[src/core/flag_bank_pkg.sv]
package flag_bank_pkg;

  // ----------------------------------------------------------------
  // widths
  // ----------------------------------------------------------------
  localparam int ADDR_W = 8;
  localparam int DATA_W = 8;
  localparam int SYNC_STAGES = 2;

  // ----------------------------------------------------------------
  // register offsets
  // ----------------------------------------------------------------
  localparam logic [ADDR_W-1:0] AUX_WARN_OFS = 8'h53;
  localparam logic [ADDR_W-1:0] LINK_STAT_OFS = 8'h54;
  localparam logic [ADDR_W-1:0] OPTICS_FAULT_OFS = 8'h55;
  localparam logic [ADDR_W-1:0] SUPPLY_ALARM_OFS = 8'h56;
  localparam logic [ADDR_W-1:0] SUPPLY_WARN_OFS = 8'h57;
  // live (unlatched) mirrors of the five bytes, and the control byte
  localparam logic [ADDR_W-1:0] LIVE_AUX_OFS = 8'he0;
  localparam logic [ADDR_W-1:0] LIVE_LINK_OFS = 8'he1;
  localparam logic [ADDR_W-1:0] LIVE_OPTICS_OFS = 8'he2;
  localparam logic [ADDR_W-1:0] LIVE_ALARM_OFS = 8'he3;
  localparam logic [ADDR_W-1:0] LIVE_WARN_OFS = 8'he4;
  localparam logic [ADDR_W-1:0] CTRL_OFS = 8'hf0;

  // ----------------------------------------------------------------
  // field positions
  // ----------------------------------------------------------------
  localparam int AUX1_LOW_WARN_BIT = 4;
  localparam int AUX2_HIGH_WARN_BIT = 3;

  localparam int TX_NOT_READY_BIT = 7;
  localparam int LASER_FAULT_BIT = 6;
  localparam int TX_CDR_UNLOCK_BIT = 5;
  localparam int RX_NOT_READY_BIT = 4;
  localparam int RX_SIGNAL_LOSS_BIT = 3;
  localparam int RX_CDR_UNLOCK_BIT = 2;
  localparam int MODULE_NOT_READY_BIT = 1;
  localparam int RESET_COMPLETE_BIT = 0;

  localparam int PHOTODIODE_FAULT_BIT = 7;
  localparam int COOLER_FAULT_BIT = 6;
  localparam int WAVELENGTH_UNLOCK_BIT = 5;

  // supply bytes: high/low pairs, rails in this order from the top
  localparam int FIVE_HIGH_BIT = 7;
  localparam int FIVE_LOW_BIT = 6;
  localparam int THREE_HIGH_BIT = 5;
  localparam int THREE_LOW_BIT = 4;
  localparam int ONE_EIGHT_HIGH_BIT = 3;
  localparam int ONE_EIGHT_LOW_BIT = 2;
  localparam int NEG_FIVE_HIGH_BIT = 1;
  localparam int NEG_FIVE_LOW_BIT = 0;

  localparam int CTRL_CLEAR_ON_READ_BIT = 0;
  localparam int CTRL_CLEAR_ALL_BIT = 7;

  // ----------------------------------------------------------------
  // implemented bits and reset values
  // ----------------------------------------------------------------
  localparam logic [DATA_W-1:0] AUX_WARN_MASK = 8'h18;
  localparam logic [DATA_W-1:0] LINK_STAT_MASK = 8'hff;
  localparam logic [DATA_W-1:0] OPTICS_FAULT_MASK = 8'he0;
  localparam logic [DATA_W-1:0] SUPPLY_MASK = 8'hff;
  localparam logic [DATA_W-1:0] FLAG_RESET = 8'h00;
  localparam logic [DATA_W-1:0] CTRL_RESET = 8'h01;
  localparam logic [DATA_W-1:0] CTRL_STORE_MASK = 8'h01;
  localparam logic [DATA_W-1:0] READ_IDLE = 8'h00;

endpackage

[src/core/flag_byte_if.sv]
`timescale 1ns/100ps
interface flag_byte_if #(
  parameter int W = 8
);
  logic [W-1:0] src;
  logic clr;
  logic [W-1:0] flags;

  modport latch (input src, input clr, output flags);
  modport bank (output src, output clr, input flags);
endinterface

[src/core/pin_sync.sv]
`timescale 1ns/100ps
module pin_sync #(
  parameter int W = 8
) (
  input wire logic clk,
  input wire logic rst,
  input wire logic [W-1:0] d,
  output logic [W-1:0] q
);

  // ----------------------------------------------------------------
  // two-stage synchroniser
  // ----------------------------------------------------------------
  logic [W-1:0] meta_r;

  // first stage feeds only the second stage
  always_ff @(posedge clk or posedge rst)
  begin
    if (rst)
    begin
      meta_r <= '0;
      q <= '0;
    end
    else
    begin
      meta_r <= d;
      q <= meta_r;
    end
  end

endmodule

[src/core/latch_byte.sv]
`timescale 1ns/100ps
module latch_byte #(
  parameter int W = 8,
  parameter logic [W-1:0] IMPL_MASK = '1,
  parameter logic [W-1:0] RESET_VAL = '0
) (
  input wire logic clk,
  input wire logic rst,
  flag_byte_if.latch lb
);

  // ----------------------------------------------------------------
  // sticky flags
  // ----------------------------------------------------------------
  logic [W-1:0] flags_r;
  logic [W-1:0] flags_nxt;

  // a source high in the clear cycle keeps its flag, so no event is lost
  always_comb
  begin
    flags_nxt = flags_r;
    if (lb.clr)
    begin
      flags_nxt = '0;
    end
    flags_nxt = (flags_nxt | lb.src) & IMPL_MASK;
  end

  always_ff @(posedge clk or posedge rst)
  begin
    if (rst)
    begin
      flags_r <= RESET_VAL;
    end
    else
    begin
      flags_r <= flags_nxt;
    end
  end

  assign lb.flags = flags_r;

endmodule

[src/core/latched_module_flag_bank.sv]
// Functional notes
// Byte 0x54 latches transmit-not-ready in bit 7, laser fault in bit 6 and transmit clock-recovery unlock in bit 5.
// The laser fault latch is set from the fault output of the laser safety circuit.
// Bit 3 of byte 0x54 latches a copy of the receive signal-loss pin.
// Byte 0x54 latches receive-not-ready in bit 4 and receive clock-recovery unlock in bit 2.
// Bit 1 of byte 0x54 latches a copy of the module-not-ready pin.
// Bit 0 of byte 0x54 is set once the module has come out of reset.
// Byte 0x55 latches photodiode bias supply fault in bit 7 and cooler fault in bit 6.
// Bit 5 of byte 0x55 latches wavelength unlock and bits 4 to 0 read as zero.
// Byte 0x56 latches supply alarms as high/low pairs: 5 V, 3.3 V, 1.8 V, then -5.2 V from bit 7 down.
// Byte 0x57 latches supply warnings in the same rail order and pairing, 5 V high warning in bit 7.
// Bit 4 of byte 0x53 latches the low warning of the first auxiliary monitor.
// Bit 3 of byte 0x53 latches the high warning of the second auxiliary monitor.
// A latched flag stays set until the host reads its byte, which clears it; a clear-all write also clears it, and with clear-on-read off reads do not.
`timescale 1ns/100ps
module latched_module_flag_bank #(
  parameter int ADDR_W = flag_bank_pkg::ADDR_W,
  parameter int DATA_W = flag_bank_pkg::DATA_W
) (
  input wire logic clk,
  input wire logic rst,
  // register port
  input wire logic [ADDR_W-1:0] addr,
  input wire logic [DATA_W-1:0] wdata,
  input wire logic wr,
  input wire logic rd,
  output logic [DATA_W-1:0] rdata,
  // auxiliary monitor conditions
  input wire logic aux1_low_warn,
  input wire logic aux2_high_warn,
  // link status conditions
  input wire logic transmit_not_ready,
  input wire logic laser_fault,
  input wire logic tx_cdr_unlock,
  input wire logic receive_not_ready,
  input wire logic receive_signal_loss,
  input wire logic rx_cdr_unlock,
  input wire logic module_not_ready,
  // optics faults
  input wire logic avalanche_photodiode_fault,
  input wire logic thermoelectric_cooler_fault,
  input wire logic wavelength_unlocked,
  // supply monitor, high/low per rail
  input wire logic plus_five_volt_rail_alarm_high,
  input wire logic plus_five_volt_rail_alarm_low,
  input wire logic three_volt_rail_alarm_high,
  input wire logic three_volt_rail_alarm_low,
  input wire logic one_eight_volt_rail_alarm_high,
  input wire logic one_eight_volt_rail_alarm_low,
  input wire logic negative_five_volt_rail_alarm_high,
  input wire logic negative_five_volt_rail_alarm_low,
  input wire logic plus_five_volt_rail_warn_high,
  input wire logic plus_five_volt_rail_warn_low,
  input wire logic three_volt_rail_warn_high,
  input wire logic three_volt_rail_warn_low,
  input wire logic one_eight_volt_rail_warn_high,
  input wire logic one_eight_volt_rail_warn_low,
  input wire logic negative_five_volt_rail_warn_high,
  input wire logic negative_five_volt_rail_warn_low
);

  // ----------------------------------------------------------------
  // helpers
  // ----------------------------------------------------------------
  function automatic logic hit(input logic [ADDR_W-1:0] a, input logic [ADDR_W-1:0] ofs);
    hit = (a == ofs);
  endfunction

  // ----------------------------------------------------------------
  // raw condition bytes, arranged as the register layout
  // ----------------------------------------------------------------
  logic [DATA_W-1:0] aux_raw;
  logic [DATA_W-1:0] link_raw;
  logic [DATA_W-1:0] optics_raw;
  logic [DATA_W-1:0] alarm_raw;
  logic [DATA_W-1:0] warn_raw;

  // auxiliary monitor warnings; the rest of the byte is outside this bank
  always_comb
  begin
    aux_raw = '0;
    aux_raw[flag_bank_pkg::AUX1_LOW_WARN_BIT] = aux1_low_warn;
    aux_raw[flag_bank_pkg::AUX2_HIGH_WARN_BIT] = aux2_high_warn;
  end

  // link status; the reset-complete bit is added after the synchroniser
  always_comb
  begin
    link_raw = '0;
    link_raw[flag_bank_pkg::TX_NOT_READY_BIT] = transmit_not_ready;
    link_raw[flag_bank_pkg::LASER_FAULT_BIT] = laser_fault;
    link_raw[flag_bank_pkg::TX_CDR_UNLOCK_BIT] = tx_cdr_unlock;
    link_raw[flag_bank_pkg::RX_NOT_READY_BIT] = receive_not_ready;
    link_raw[flag_bank_pkg::RX_SIGNAL_LOSS_BIT] = receive_signal_loss;
    link_raw[flag_bank_pkg::RX_CDR_UNLOCK_BIT] = rx_cdr_unlock;
    link_raw[flag_bank_pkg::MODULE_NOT_READY_BIT] = module_not_ready;
  end

  // optics faults; low five bits stay zero
  always_comb
  begin
    optics_raw = '0;
    optics_raw[flag_bank_pkg::PHOTODIODE_FAULT_BIT] = avalanche_photodiode_fault;
    optics_raw[flag_bank_pkg::COOLER_FAULT_BIT] = thermoelectric_cooler_fault;
    optics_raw[flag_bank_pkg::WAVELENGTH_UNLOCK_BIT] = wavelength_unlocked;
  end

  // supply alarms
  always_comb
  begin
    alarm_raw = '0;
    alarm_raw[flag_bank_pkg::FIVE_HIGH_BIT] = plus_five_volt_rail_alarm_high;
    alarm_raw[flag_bank_pkg::FIVE_LOW_BIT] = plus_five_volt_rail_alarm_low;
    alarm_raw[flag_bank_pkg::THREE_HIGH_BIT] = three_volt_rail_alarm_high;
    alarm_raw[flag_bank_pkg::THREE_LOW_BIT] = three_volt_rail_alarm_low;
    alarm_raw[flag_bank_pkg::ONE_EIGHT_HIGH_BIT] = one_eight_volt_rail_alarm_high;
    alarm_raw[flag_bank_pkg::ONE_EIGHT_LOW_BIT] = one_eight_volt_rail_alarm_low;
    alarm_raw[flag_bank_pkg::NEG_FIVE_HIGH_BIT] = negative_five_volt_rail_alarm_high;
    alarm_raw[flag_bank_pkg::NEG_FIVE_LOW_BIT] = negative_five_volt_rail_alarm_low;
  end

  // supply warnings, same pairing as the alarms
  always_comb
  begin
    warn_raw = '0;
    warn_raw[flag_bank_pkg::FIVE_HIGH_BIT] = plus_five_volt_rail_warn_high;
    warn_raw[flag_bank_pkg::FIVE_LOW_BIT] = plus_five_volt_rail_warn_low;
    warn_raw[flag_bank_pkg::THREE_HIGH_BIT] = three_volt_rail_warn_high;
    warn_raw[flag_bank_pkg::THREE_LOW_BIT] = three_volt_rail_warn_low;
    warn_raw[flag_bank_pkg::ONE_EIGHT_HIGH_BIT] = one_eight_volt_rail_warn_high;
    warn_raw[flag_bank_pkg::ONE_EIGHT_LOW_BIT] = one_eight_volt_rail_warn_low;
    warn_raw[flag_bank_pkg::NEG_FIVE_HIGH_BIT] = negative_five_volt_rail_warn_high;
    warn_raw[flag_bank_pkg::NEG_FIVE_LOW_BIT] = negative_five_volt_rail_warn_low;
  end

  // ----------------------------------------------------------------
  // synchronisers: every condition comes from pins or other logic
  // ----------------------------------------------------------------
  logic [DATA_W-1:0] aux_live;
  logic [DATA_W-1:0] link_pins_live;
  logic [DATA_W-1:0] optics_live;
  logic [DATA_W-1:0] alarm_live;
  logic [DATA_W-1:0] warn_live;

  pin_sync #(.W(DATA_W)) u_sync_aux (
    .clk(clk),
    .rst(rst),
    .d(aux_raw),
    .q(aux_live)
  );

  pin_sync #(.W(DATA_W)) u_sync_link (
    .clk(clk),
    .rst(rst),
    .d(link_raw),
    .q(link_pins_live)
  );

  pin_sync #(.W(DATA_W)) u_sync_optics (
    .clk(clk),
    .rst(rst),
    .d(optics_raw),
    .q(optics_live)
  );

  pin_sync #(.W(DATA_W)) u_sync_alarm (
    .clk(clk),
    .rst(rst),
    .d(alarm_raw),
    .q(alarm_live)
  );

  pin_sync #(.W(DATA_W)) u_sync_warn (
    .clk(clk),
    .rst(rst),
    .d(warn_raw),
    .q(warn_live)
  );

  // ----------------------------------------------------------------
  // reset-complete event
  // ----------------------------------------------------------------
  logic out_of_reset_r;
  logic reset_done_pulse;
  logic [DATA_W-1:0] link_live;

  // one pulse at the first edge after release; later reads clear it for good
  always_ff @(posedge clk or posedge rst)
  begin
    if (rst)
    begin
      out_of_reset_r <= 1'b0;
    end
    else
    begin
      out_of_reset_r <= 1'b1;
    end
  end

  assign reset_done_pulse = ~out_of_reset_r;

  always_comb
  begin
    link_live = link_pins_live;
    link_live[flag_bank_pkg::RESET_COMPLETE_BIT] = reset_done_pulse;
  end

  // ----------------------------------------------------------------
  // control register
  // ----------------------------------------------------------------
  logic [DATA_W-1:0] ctrl_r;
  logic clear_all;
  logic clear_on_read;

  // only the read-clear enable is stored; the clear-all bit is a strobe
  always_ff @(posedge clk or posedge rst)
  begin
    if (rst)
    begin
      ctrl_r <= flag_bank_pkg::CTRL_RESET;
    end
    else if (wr && hit(addr, flag_bank_pkg::CTRL_OFS))
    begin
      ctrl_r <= wdata & flag_bank_pkg::CTRL_STORE_MASK;
    end
  end

  assign clear_on_read = ctrl_r[flag_bank_pkg::CTRL_CLEAR_ON_READ_BIT];
  assign clear_all = wr && hit(addr, flag_bank_pkg::CTRL_OFS) && wdata[flag_bank_pkg::CTRL_CLEAR_ALL_BIT];

  // ----------------------------------------------------------------
  // latched flag bytes
  // ----------------------------------------------------------------
  flag_byte_if #(.W(DATA_W)) aux_lb ();
  flag_byte_if #(.W(DATA_W)) link_lb ();
  flag_byte_if #(.W(DATA_W)) optics_lb ();
  flag_byte_if #(.W(DATA_W)) alarm_lb ();
  flag_byte_if #(.W(DATA_W)) warn_lb ();

  // a read clears its byte; with read-clear off, flags hold until clear-all
  assign aux_lb.src = aux_live;
  assign aux_lb.clr = clear_all || (rd && clear_on_read && hit(addr, flag_bank_pkg::AUX_WARN_OFS));
  assign link_lb.src = link_live;
  assign link_lb.clr = clear_all || (rd && clear_on_read && hit(addr, flag_bank_pkg::LINK_STAT_OFS));
  assign optics_lb.src = optics_live;
  assign optics_lb.clr = clear_all || (rd && clear_on_read && hit(addr, flag_bank_pkg::OPTICS_FAULT_OFS));
  assign alarm_lb.src = alarm_live;
  assign alarm_lb.clr = clear_all || (rd && clear_on_read && hit(addr, flag_bank_pkg::SUPPLY_ALARM_OFS));
  assign warn_lb.src = warn_live;
  assign warn_lb.clr = clear_all || (rd && clear_on_read && hit(addr, flag_bank_pkg::SUPPLY_WARN_OFS));

  latch_byte #(.W(DATA_W), .IMPL_MASK(flag_bank_pkg::AUX_WARN_MASK), .RESET_VAL(flag_bank_pkg::FLAG_RESET)) u_aux (
    .clk(clk),
    .rst(rst),
    .lb(aux_lb.latch)
  );

  latch_byte #(.W(DATA_W), .IMPL_MASK(flag_bank_pkg::LINK_STAT_MASK), .RESET_VAL(flag_bank_pkg::FLAG_RESET)) u_link (
    .clk(clk),
    .rst(rst),
    .lb(link_lb.latch)
  );

  // reserved low bits masked off so they always read zero
  latch_byte #(.W(DATA_W), .IMPL_MASK(flag_bank_pkg::OPTICS_FAULT_MASK), .RESET_VAL(flag_bank_pkg::FLAG_RESET)) u_optics (
    .clk(clk),
    .rst(rst),
    .lb(optics_lb.latch)
  );

  latch_byte #(.W(DATA_W), .IMPL_MASK(flag_bank_pkg::SUPPLY_MASK), .RESET_VAL(flag_bank_pkg::FLAG_RESET)) u_alarm (
    .clk(clk),
    .rst(rst),
    .lb(alarm_lb.latch)
  );

  latch_byte #(.W(DATA_W), .IMPL_MASK(flag_bank_pkg::SUPPLY_MASK), .RESET_VAL(flag_bank_pkg::FLAG_RESET)) u_warn (
    .clk(clk),
    .rst(rst),
    .lb(warn_lb.latch)
  );

  // ----------------------------------------------------------------
  // read path
  // ----------------------------------------------------------------
  logic [DATA_W-1:0] rdata_nxt;
  logic [DATA_W-1:0] rdata_r;

  // returns the value before the clear takes effect; unmapped reads give zero
  always_comb
  begin
    rdata_nxt = flag_bank_pkg::READ_IDLE;
    if (rd)
    begin
      case (addr)
        flag_bank_pkg::AUX_WARN_OFS: rdata_nxt = aux_lb.flags;
        flag_bank_pkg::LINK_STAT_OFS: rdata_nxt = link_lb.flags;
        flag_bank_pkg::OPTICS_FAULT_OFS: rdata_nxt = optics_lb.flags;
        flag_bank_pkg::SUPPLY_ALARM_OFS: rdata_nxt = alarm_lb.flags;
        flag_bank_pkg::SUPPLY_WARN_OFS: rdata_nxt = warn_lb.flags;
        flag_bank_pkg::LIVE_AUX_OFS: rdata_nxt = aux_live & flag_bank_pkg::AUX_WARN_MASK;
        flag_bank_pkg::LIVE_LINK_OFS: rdata_nxt = link_live;
        flag_bank_pkg::LIVE_OPTICS_OFS: rdata_nxt = optics_live & flag_bank_pkg::OPTICS_FAULT_MASK;
        flag_bank_pkg::LIVE_ALARM_OFS: rdata_nxt = alarm_live;
        flag_bank_pkg::LIVE_WARN_OFS: rdata_nxt = warn_live;
        flag_bank_pkg::CTRL_OFS: rdata_nxt = ctrl_r;
        default: rdata_nxt = flag_bank_pkg::READ_IDLE;
      endcase
    end
  end

  // data stands only in the cycle after the strobe
  always_ff @(posedge clk or posedge rst)
  begin
    if (rst)
    begin
      rdata_r <= flag_bank_pkg::READ_IDLE;
    end
    else
    begin
      rdata_r <= rdata_nxt;
    end
  end

  assign rdata = rdata_r;

endmodule

[config.mk]
export PLATFORM = sky130hd
export DESIGN_NAME = latched_module_flag_bank
export DESIGN_NICKNAME = d
export VERILOG_FILES = /design/src/core/flag_bank_pkg.sv /design/src/core/flag_byte_if.sv /design/src/core/pin_sync.sv /design/src/core/latch_byte.sv /design/src/core/latched_module_flag_bank.sv
export SDC_FILE = /design/constraint.sdc
export NUM_CORES = 1
export LEC_CHECK = 0
export BUFFER_PORTS_ARGS = -buffer_cell sky130_fd_sc_hd__buf_2
export CORE_MARGIN = 4
export CORE_UTILIZATION = 59
export DETAILED_ROUTE_END_ITERATION = 16
export GPL_ROUTABILITY_DRIVEN = 1
export PLACE_DENSITY = 0.92
export SLEW_MARGIN = 20
export SYNTH_ARGS = -nofsm -noshare
export SYNTH_HDL_FRONTEND = slang
export SYNTH_SLANG_ARGS = --single-unit
export TNS_END_PERCENT = 30
[constraint.sdc]
create_clock -name clk -period 7.7 [get_ports clk]
set_input_delay 0.77 -clock clk [delete_from_list [all_inputs] [get_ports clk]]
set_output_delay 0.77 -clock clk [all_outputs]
set_load 0.01 [all_outputs]
### Word level (Yosys, flattened, before mapping)

Index checks and enable logic that the tools add are counted.

* register bits after elaboration: 95
* bits in latches: 0
* memory bits (writable): 0
* bits in read-only memories: 0
* input port bits: 48
* memories kept: 0

* add/sub/neg operators: 0
* multipliers: 0
* divide/modulo/power cells: 0
* magnitude comparators: 0
* equality and inequality tests: 11
* shift operators: 0
* muxes and demuxes: 7
* bitwise gates (word level): 6
* reductions and logical operators: 13

Operators by type and width (count)
* case mux 8 bit (11 select lines): 1
* equality test 8 bit, second input constant: 6
* equality test 8 x 7 -> 1 bit, second input constant: 5
* 2-to-1 mux 8 bit: 5
* OR 8 bit: 4
* logical AND 1 bit: 8
* logical OR 1 bit: 5
* 2-to-1 mux 5 bit: 1
* OR 5 bit: 1
* inverter 1 bit: 1

### Depth between registers and ports, before layout

* word-level depth: 6
* gate-level depth with buffers: 7
* depth with buffers taken out: 4

### Hierarchy

A second synthesis with hierarchy kept.

* cells, all modules: 280
* area, all modules: 4167.7 um^2

By module, submodules not included
* pin_sync: times used 5, cells each 17, area each 404.1 um^2
* latched_module_flag_bank: times used 1, cells each 114, area each 1076.0 um^2
* latch_byte at u_alarm ...: times used 3, cells each 18, area each 267.8 um^2
* latch_byte at u_optics: times used 1, cells each 14, area each 146.4 um^2
* latch_byte at u_aux: times used 1, cells each 13, area each 121.4 um^2

### Worst setup path before layout

Ideal clock, no wire load.

* path kind: input to register
* start: input port addr[0]
* end: register u_link.flags_r[0] (netlist: u_link.lb.flags[0])
* setup time: 119 ps
* arrival: 1833 ps
* data required time: 7581 ps
* path slack: 5748 ps
* stages on the path: 4
* path through: or3_1 -> nor4_4 -> a31oi_2 -> a21bo_1

* cells in the longest elaborated chain, start to end: 6
* elaborated cells on any way between the ends: 8
* those cells by class: eq/ne: 2; mux: 1; bitwise: 1; reduce/logical: 4

RTL lines
* start: declaration: line latched_module_flag_bank.sv:23 `input wire logic [ADDR_W-1:0] addr,`
* equality test 8 bit: line latched_module_flag_bank.sv:66 `hit = (a == ofs);`
* logical AND 1 bit (2 in series): line latched_module_flag_bank.sv:229 `assign clear_all = wr && hit(addr, flag_bank_pkg::CTRL_OFS) && wdata[flag_bank_pkg::CTRL_CLEAR_ALL_BIT];`
* logical OR 1 bit (*): line latched_module_flag_bank.sv:244 `assign link_lb.clr = clear_all || (rd && clear_on_read && hit(addr, flag_bank_pkg::LINK_STAT_OFS));`
* 2-to-1 mux 8 bit (*): line latch_byte.sv:22 `if (lb.clr)`
* OR 8 bit (*): line latch_byte.sv:26 `flags_nxt = (flags_nxt | lb.src) & IMPL_MASK;`
* net u_link.flags_nxt[0]: line latch_byte.sv:16 `logic [W-1:0] flags_nxt;`
* end signal: assignment: line latch_byte.sv:37 `flags_r <= flags_nxt;`
* end: declaration: line latch_byte.sv:15 `logic [W-1:0] flags_r;`

The timed path passes the listed nets; every way through them passes the cells marked *.
A chain may end at the register's enable or synchronous reset.

### Final worst setup path

* start: input port addr[2]
* end: register u_warn.flags_r[2] (netlist: u_warn.lb.flags[2])

* cells in the longest elaborated chain, start to end: 6
* elaborated cells on any way between the ends: 8
* those cells by class: eq/ne: 2; mux: 1; bitwise: 1; reduce/logical: 4

RTL lines
* equality test 8 bit: line latched_module_flag_bank.sv:66
* logical AND 1 bit (2 in series): line latched_module_flag_bank.sv:229
* logical OR 1 bit (*): line latched_module_flag_bank.sv:250 `assign warn_lb.clr = clear_all || (rd && clear_on_read && hit(addr, flag_bank_pkg::SUPPLY_WARN_OFS));`
* 2-to-1 mux 8 bit (*): line latch_byte.sv:22
* OR 8 bit (*): line latch_byte.sv:26
* net u_warn.flags_nxt[2]: line latch_byte.sv:16
* end signal: assignment: line latch_byte.sv:37
* end: declaration: line latch_byte.sv:15

Marked as above.

==> impl_metrics.yaml <==
run_status:
  status: "completed"
route:
  wl_um: 6780
  drc_errors: 0
  ant_nets: 0
  firstDrtPassIters: 5
  dr_total_vias: 2309
  viasPerCell: 6.11
  wire_per_inst_um: 17.9
  drt_iter0_markers: 298
power:
  powerDensity_nw_per_um2: 220
  p_leak_nw: 1.66
  ir_drop_mv: 0.165
global_route:
  busiest_layer: "met2"
  track_usage: 0.205
  overflow: 0
  grt_use_met1: 0.261
  antenna_found_initial: 0
  grt_max_degree: 96
  grt_pass1_vias: 2243
  grt_use_met3: 0.0795
  grt_pass1_wl_um: 11000
  met2_usage: 0.303
cts:
  cts_root_buffer: "clkbuf_8"
  cts_tree: "built"
  postCtsResizedCells: 0
  path_clk_slew_ps: 90
  cts_setup_buffers: 0
  clkLatencyLatePin_ps: 360
  cts_buffer_depth: 2
  cts_max_level: 3
  postCtsHoldBufs: 0
  numCtsBuffers: 9
  numClockSinks: 95
sta:
  slew_violations: 0
  setup_violations: 0
  fmax_ghz: 0.372
  worst_slew_pin_slew_ps: 920
  fin_setup_tns_ps: 0
  period_minus_slack_ps: 2690
  max_slew_margin: 0.385
  hold_viol_final: 0
  period_share: 0.349
  grt_setup_unrepaired: "false"
  skew_ps: 12.8
place:
  dp.final_hpwl_um: 4420
  placed_cell_area_um2: 3750
  port_buffers: 49
  gp_congestion: 0.836
synth:
  synth_compound_area_frac: 0.156
  yosys.area.top_type: "dfrtp_1"
  synth_seq_cells: 95
  synth-seq-area-share: 0.689
  synth_top_family_by_area: "compound AO/OA/AOI/OAI gates"
  synth_edf_count: 0
  synth_top_area_share: 0.681
  synthMuxAreaShare: 0.0337
  synth.distinct_cells: 44
  syn_inst: 251
  async_flop_share: 1.00
  synth_fa_ha_area_frac: 0
  synth_nets: 299
  ys_warn_count: 0
  synthXorXnorAreaFrac: 0
  synth.avg_cell_area_um2: 13.8
  ys_top_cells_by_area: "dfrtp_1 (68%), a21o_1 (6.1%), mux2i_1 (1.7%), mux2_2 (1.6%), a32o_1 (1.4%)"
  synthSimpleGateAreaFrac: 0.101
  syn_area_um2: 3450
  synth-main-ff-cell: "dfrtp_1"
min_path:
  hold_class: "flop to flop"
floorplanning:
  die_w_um: 84.5
  start_util: 0.616
  dieArea_um2: 7140
  ios: 56
  core_um2: 5610
  die_h_um: 84.5
  rows: 27
finish:
  drive_gt1_frac: 0.255
  multi_input_area_um2: 1010
  n_fill_cell: 392
  synthToLayoutAreaGrowth_pct: 13.9
  antenna_cells: 0
  seq_area_um2: 2380
  final_nets: 349
  stdcell_area_um2: 3940
worst_setup_path:
  crit_path_max_fanout: 23
  reg2reg_setup_slack_ps: 6110
  required_ps: 7960
  worstSetupPathType: "input pin to flop"
  start_kind: "input pin"
  end_kind: "flop"
  arrival_ps: 2950
flow_run:
  cap_violations: 0
-- cell usage after synthesis (all sizes together), types with 6 or more instances --
cell type and instances:
a21o 28, a31oi 8, buf 6, dfrtp 94
mux2i 6, nand2 10, nand3 6, nor4 7
o21ai 9
-- layout make-up --
| class | instances | area share |
|---|---|---|
| Clock buffer | 11 | 0.0359 |
| Timing Repair Buffer | 50 | 0.0652 |
| Inverter | 4 | 0.00413 |
| Clock inverter | 5 | 0.0108 |
| Tap cell | 72 | 0.0229 |
| Sequential cell | 95 | 0.604 |
| Multi-Input combinational cell | 141 | 0.257 |
-- sequential cells by signal (all words and copies together) (netlist names), 3 cells and up --
name and cells:
u_link.lb.flags 8, u_sync_alarm.q 8, u_optics.lb.flags 3, u_sync_link.meta_r 7
u_sync_optics.meta_r 3, u_sync_optics.q 3, rdata 8, u_sync_alarm.meta_r 8
u_alarm.lb.flags 8, u_sync_link.q 7, u_sync_warn.q 8, u_warn.lb.flags 8
u_sync_warn.meta_r 8
-- kinds of logic (layout without fill, tap and decap cells) --
family / after synthesis / after routing
AO/OA/AOI/OAI: 72 / 72
buffers and inverters: 15 / 70
flip-flops: 95 / 95
multiplexers: 11 / 11
other: 1 / 1
AND/OR/NAND/NOR: 57 / 57
-- metrics by stage --
stage	instances	total power [mW]	utilization	setup slack (ps)	hold slack, ps
after CTS	378	0.873	0.701	5080	355
after floorplan	251	0.557	-	4450	331
after global routing	378	0.906	0.702	4940	359
final	378	0.865	0.702	5010	353
after global placement	362	0.575	0.668	4680	333
after detailed placement	362	0.577	0.668	4660	335
-- critical path, cell delays in order --
cell and delay (ps):
buf_2 350, nand4bb_1 260, nor2_1 760, a41oi_2 480, a21o_1 310
-- path summary, 6_finish.rpt --
| check | cells after the start | startpoint | end |
|---|---|---|---|
| max | 5 | addr[2] | u_warn.lb.flags[2]$_DFF_PP0_ |
| max in group asynchronous | 3 | rst | u_optics.lb.flags[6]$_DFF_PP0_ |
| min in group asynchronous | 3 | rst | rdata[1]$_DFF_PP0_ |
| min | 0 | u_sync_warn.meta_r[4]$_DFF_PP0_ | u_sync_warn.q[4]$_DFF_PP0_ |
| min reg2reg | 0 | u_sync_warn.meta_r[4]$_DFF_PP0_ | u_sync_warn.q[4]$_DFF_PP0_ |
| max reg2reg | 3 | ctrl_r[0]$_DFFE_PP1N_ | u_warn.lb.flags[2]$_DFF_PP0_ |
-- report_power, final --
group / internal [mW] / switching, mW / leakage, nW
combinational: 0.0168 / 0.0293 / 0.525
clock: 0.130 / 0.168 / 0.0954
sequential: 0.514 / 0.00705 / 1.04
total: 0.661 / 0.205 / 1.66
-- layout by cell type (no fill, tap or decap), types with 3 or more instances in the layout --
cell,synthesis,routed
clkbuf_8,0,10
nor2b_1,3,3
nor4_1,6,6
a31oi_1,6,6
and3_1,3,3
a22oi_1,3,3
nor3_1,5,5
dfrtp_1,94,94
buf_2,5,49
nor2_1,5,5
a22o_1,4,4
a21o_1,28,28
nand2b_1,3,3
mux2_2,5,5
a32o_1,5,5
clkinv_4,0,3
nand3_1,6,6
nand2_1,10,10
o21ai_0,8,8
a21oi_1,5,5
o21bai_1,3,3
nand4_1,3,3
mux2i_1,6,6
inv_1,4,3
-- layer usage --
layer | share of wire | wire [um]
met5 | 0 | 0
met2 | 0.48 | 3240
met4 | 0.036 | 242
met1 | 0.39 | 2650
met3 | 0.097 | 655
Note: power is estimated with default switching activity, not from simulation.
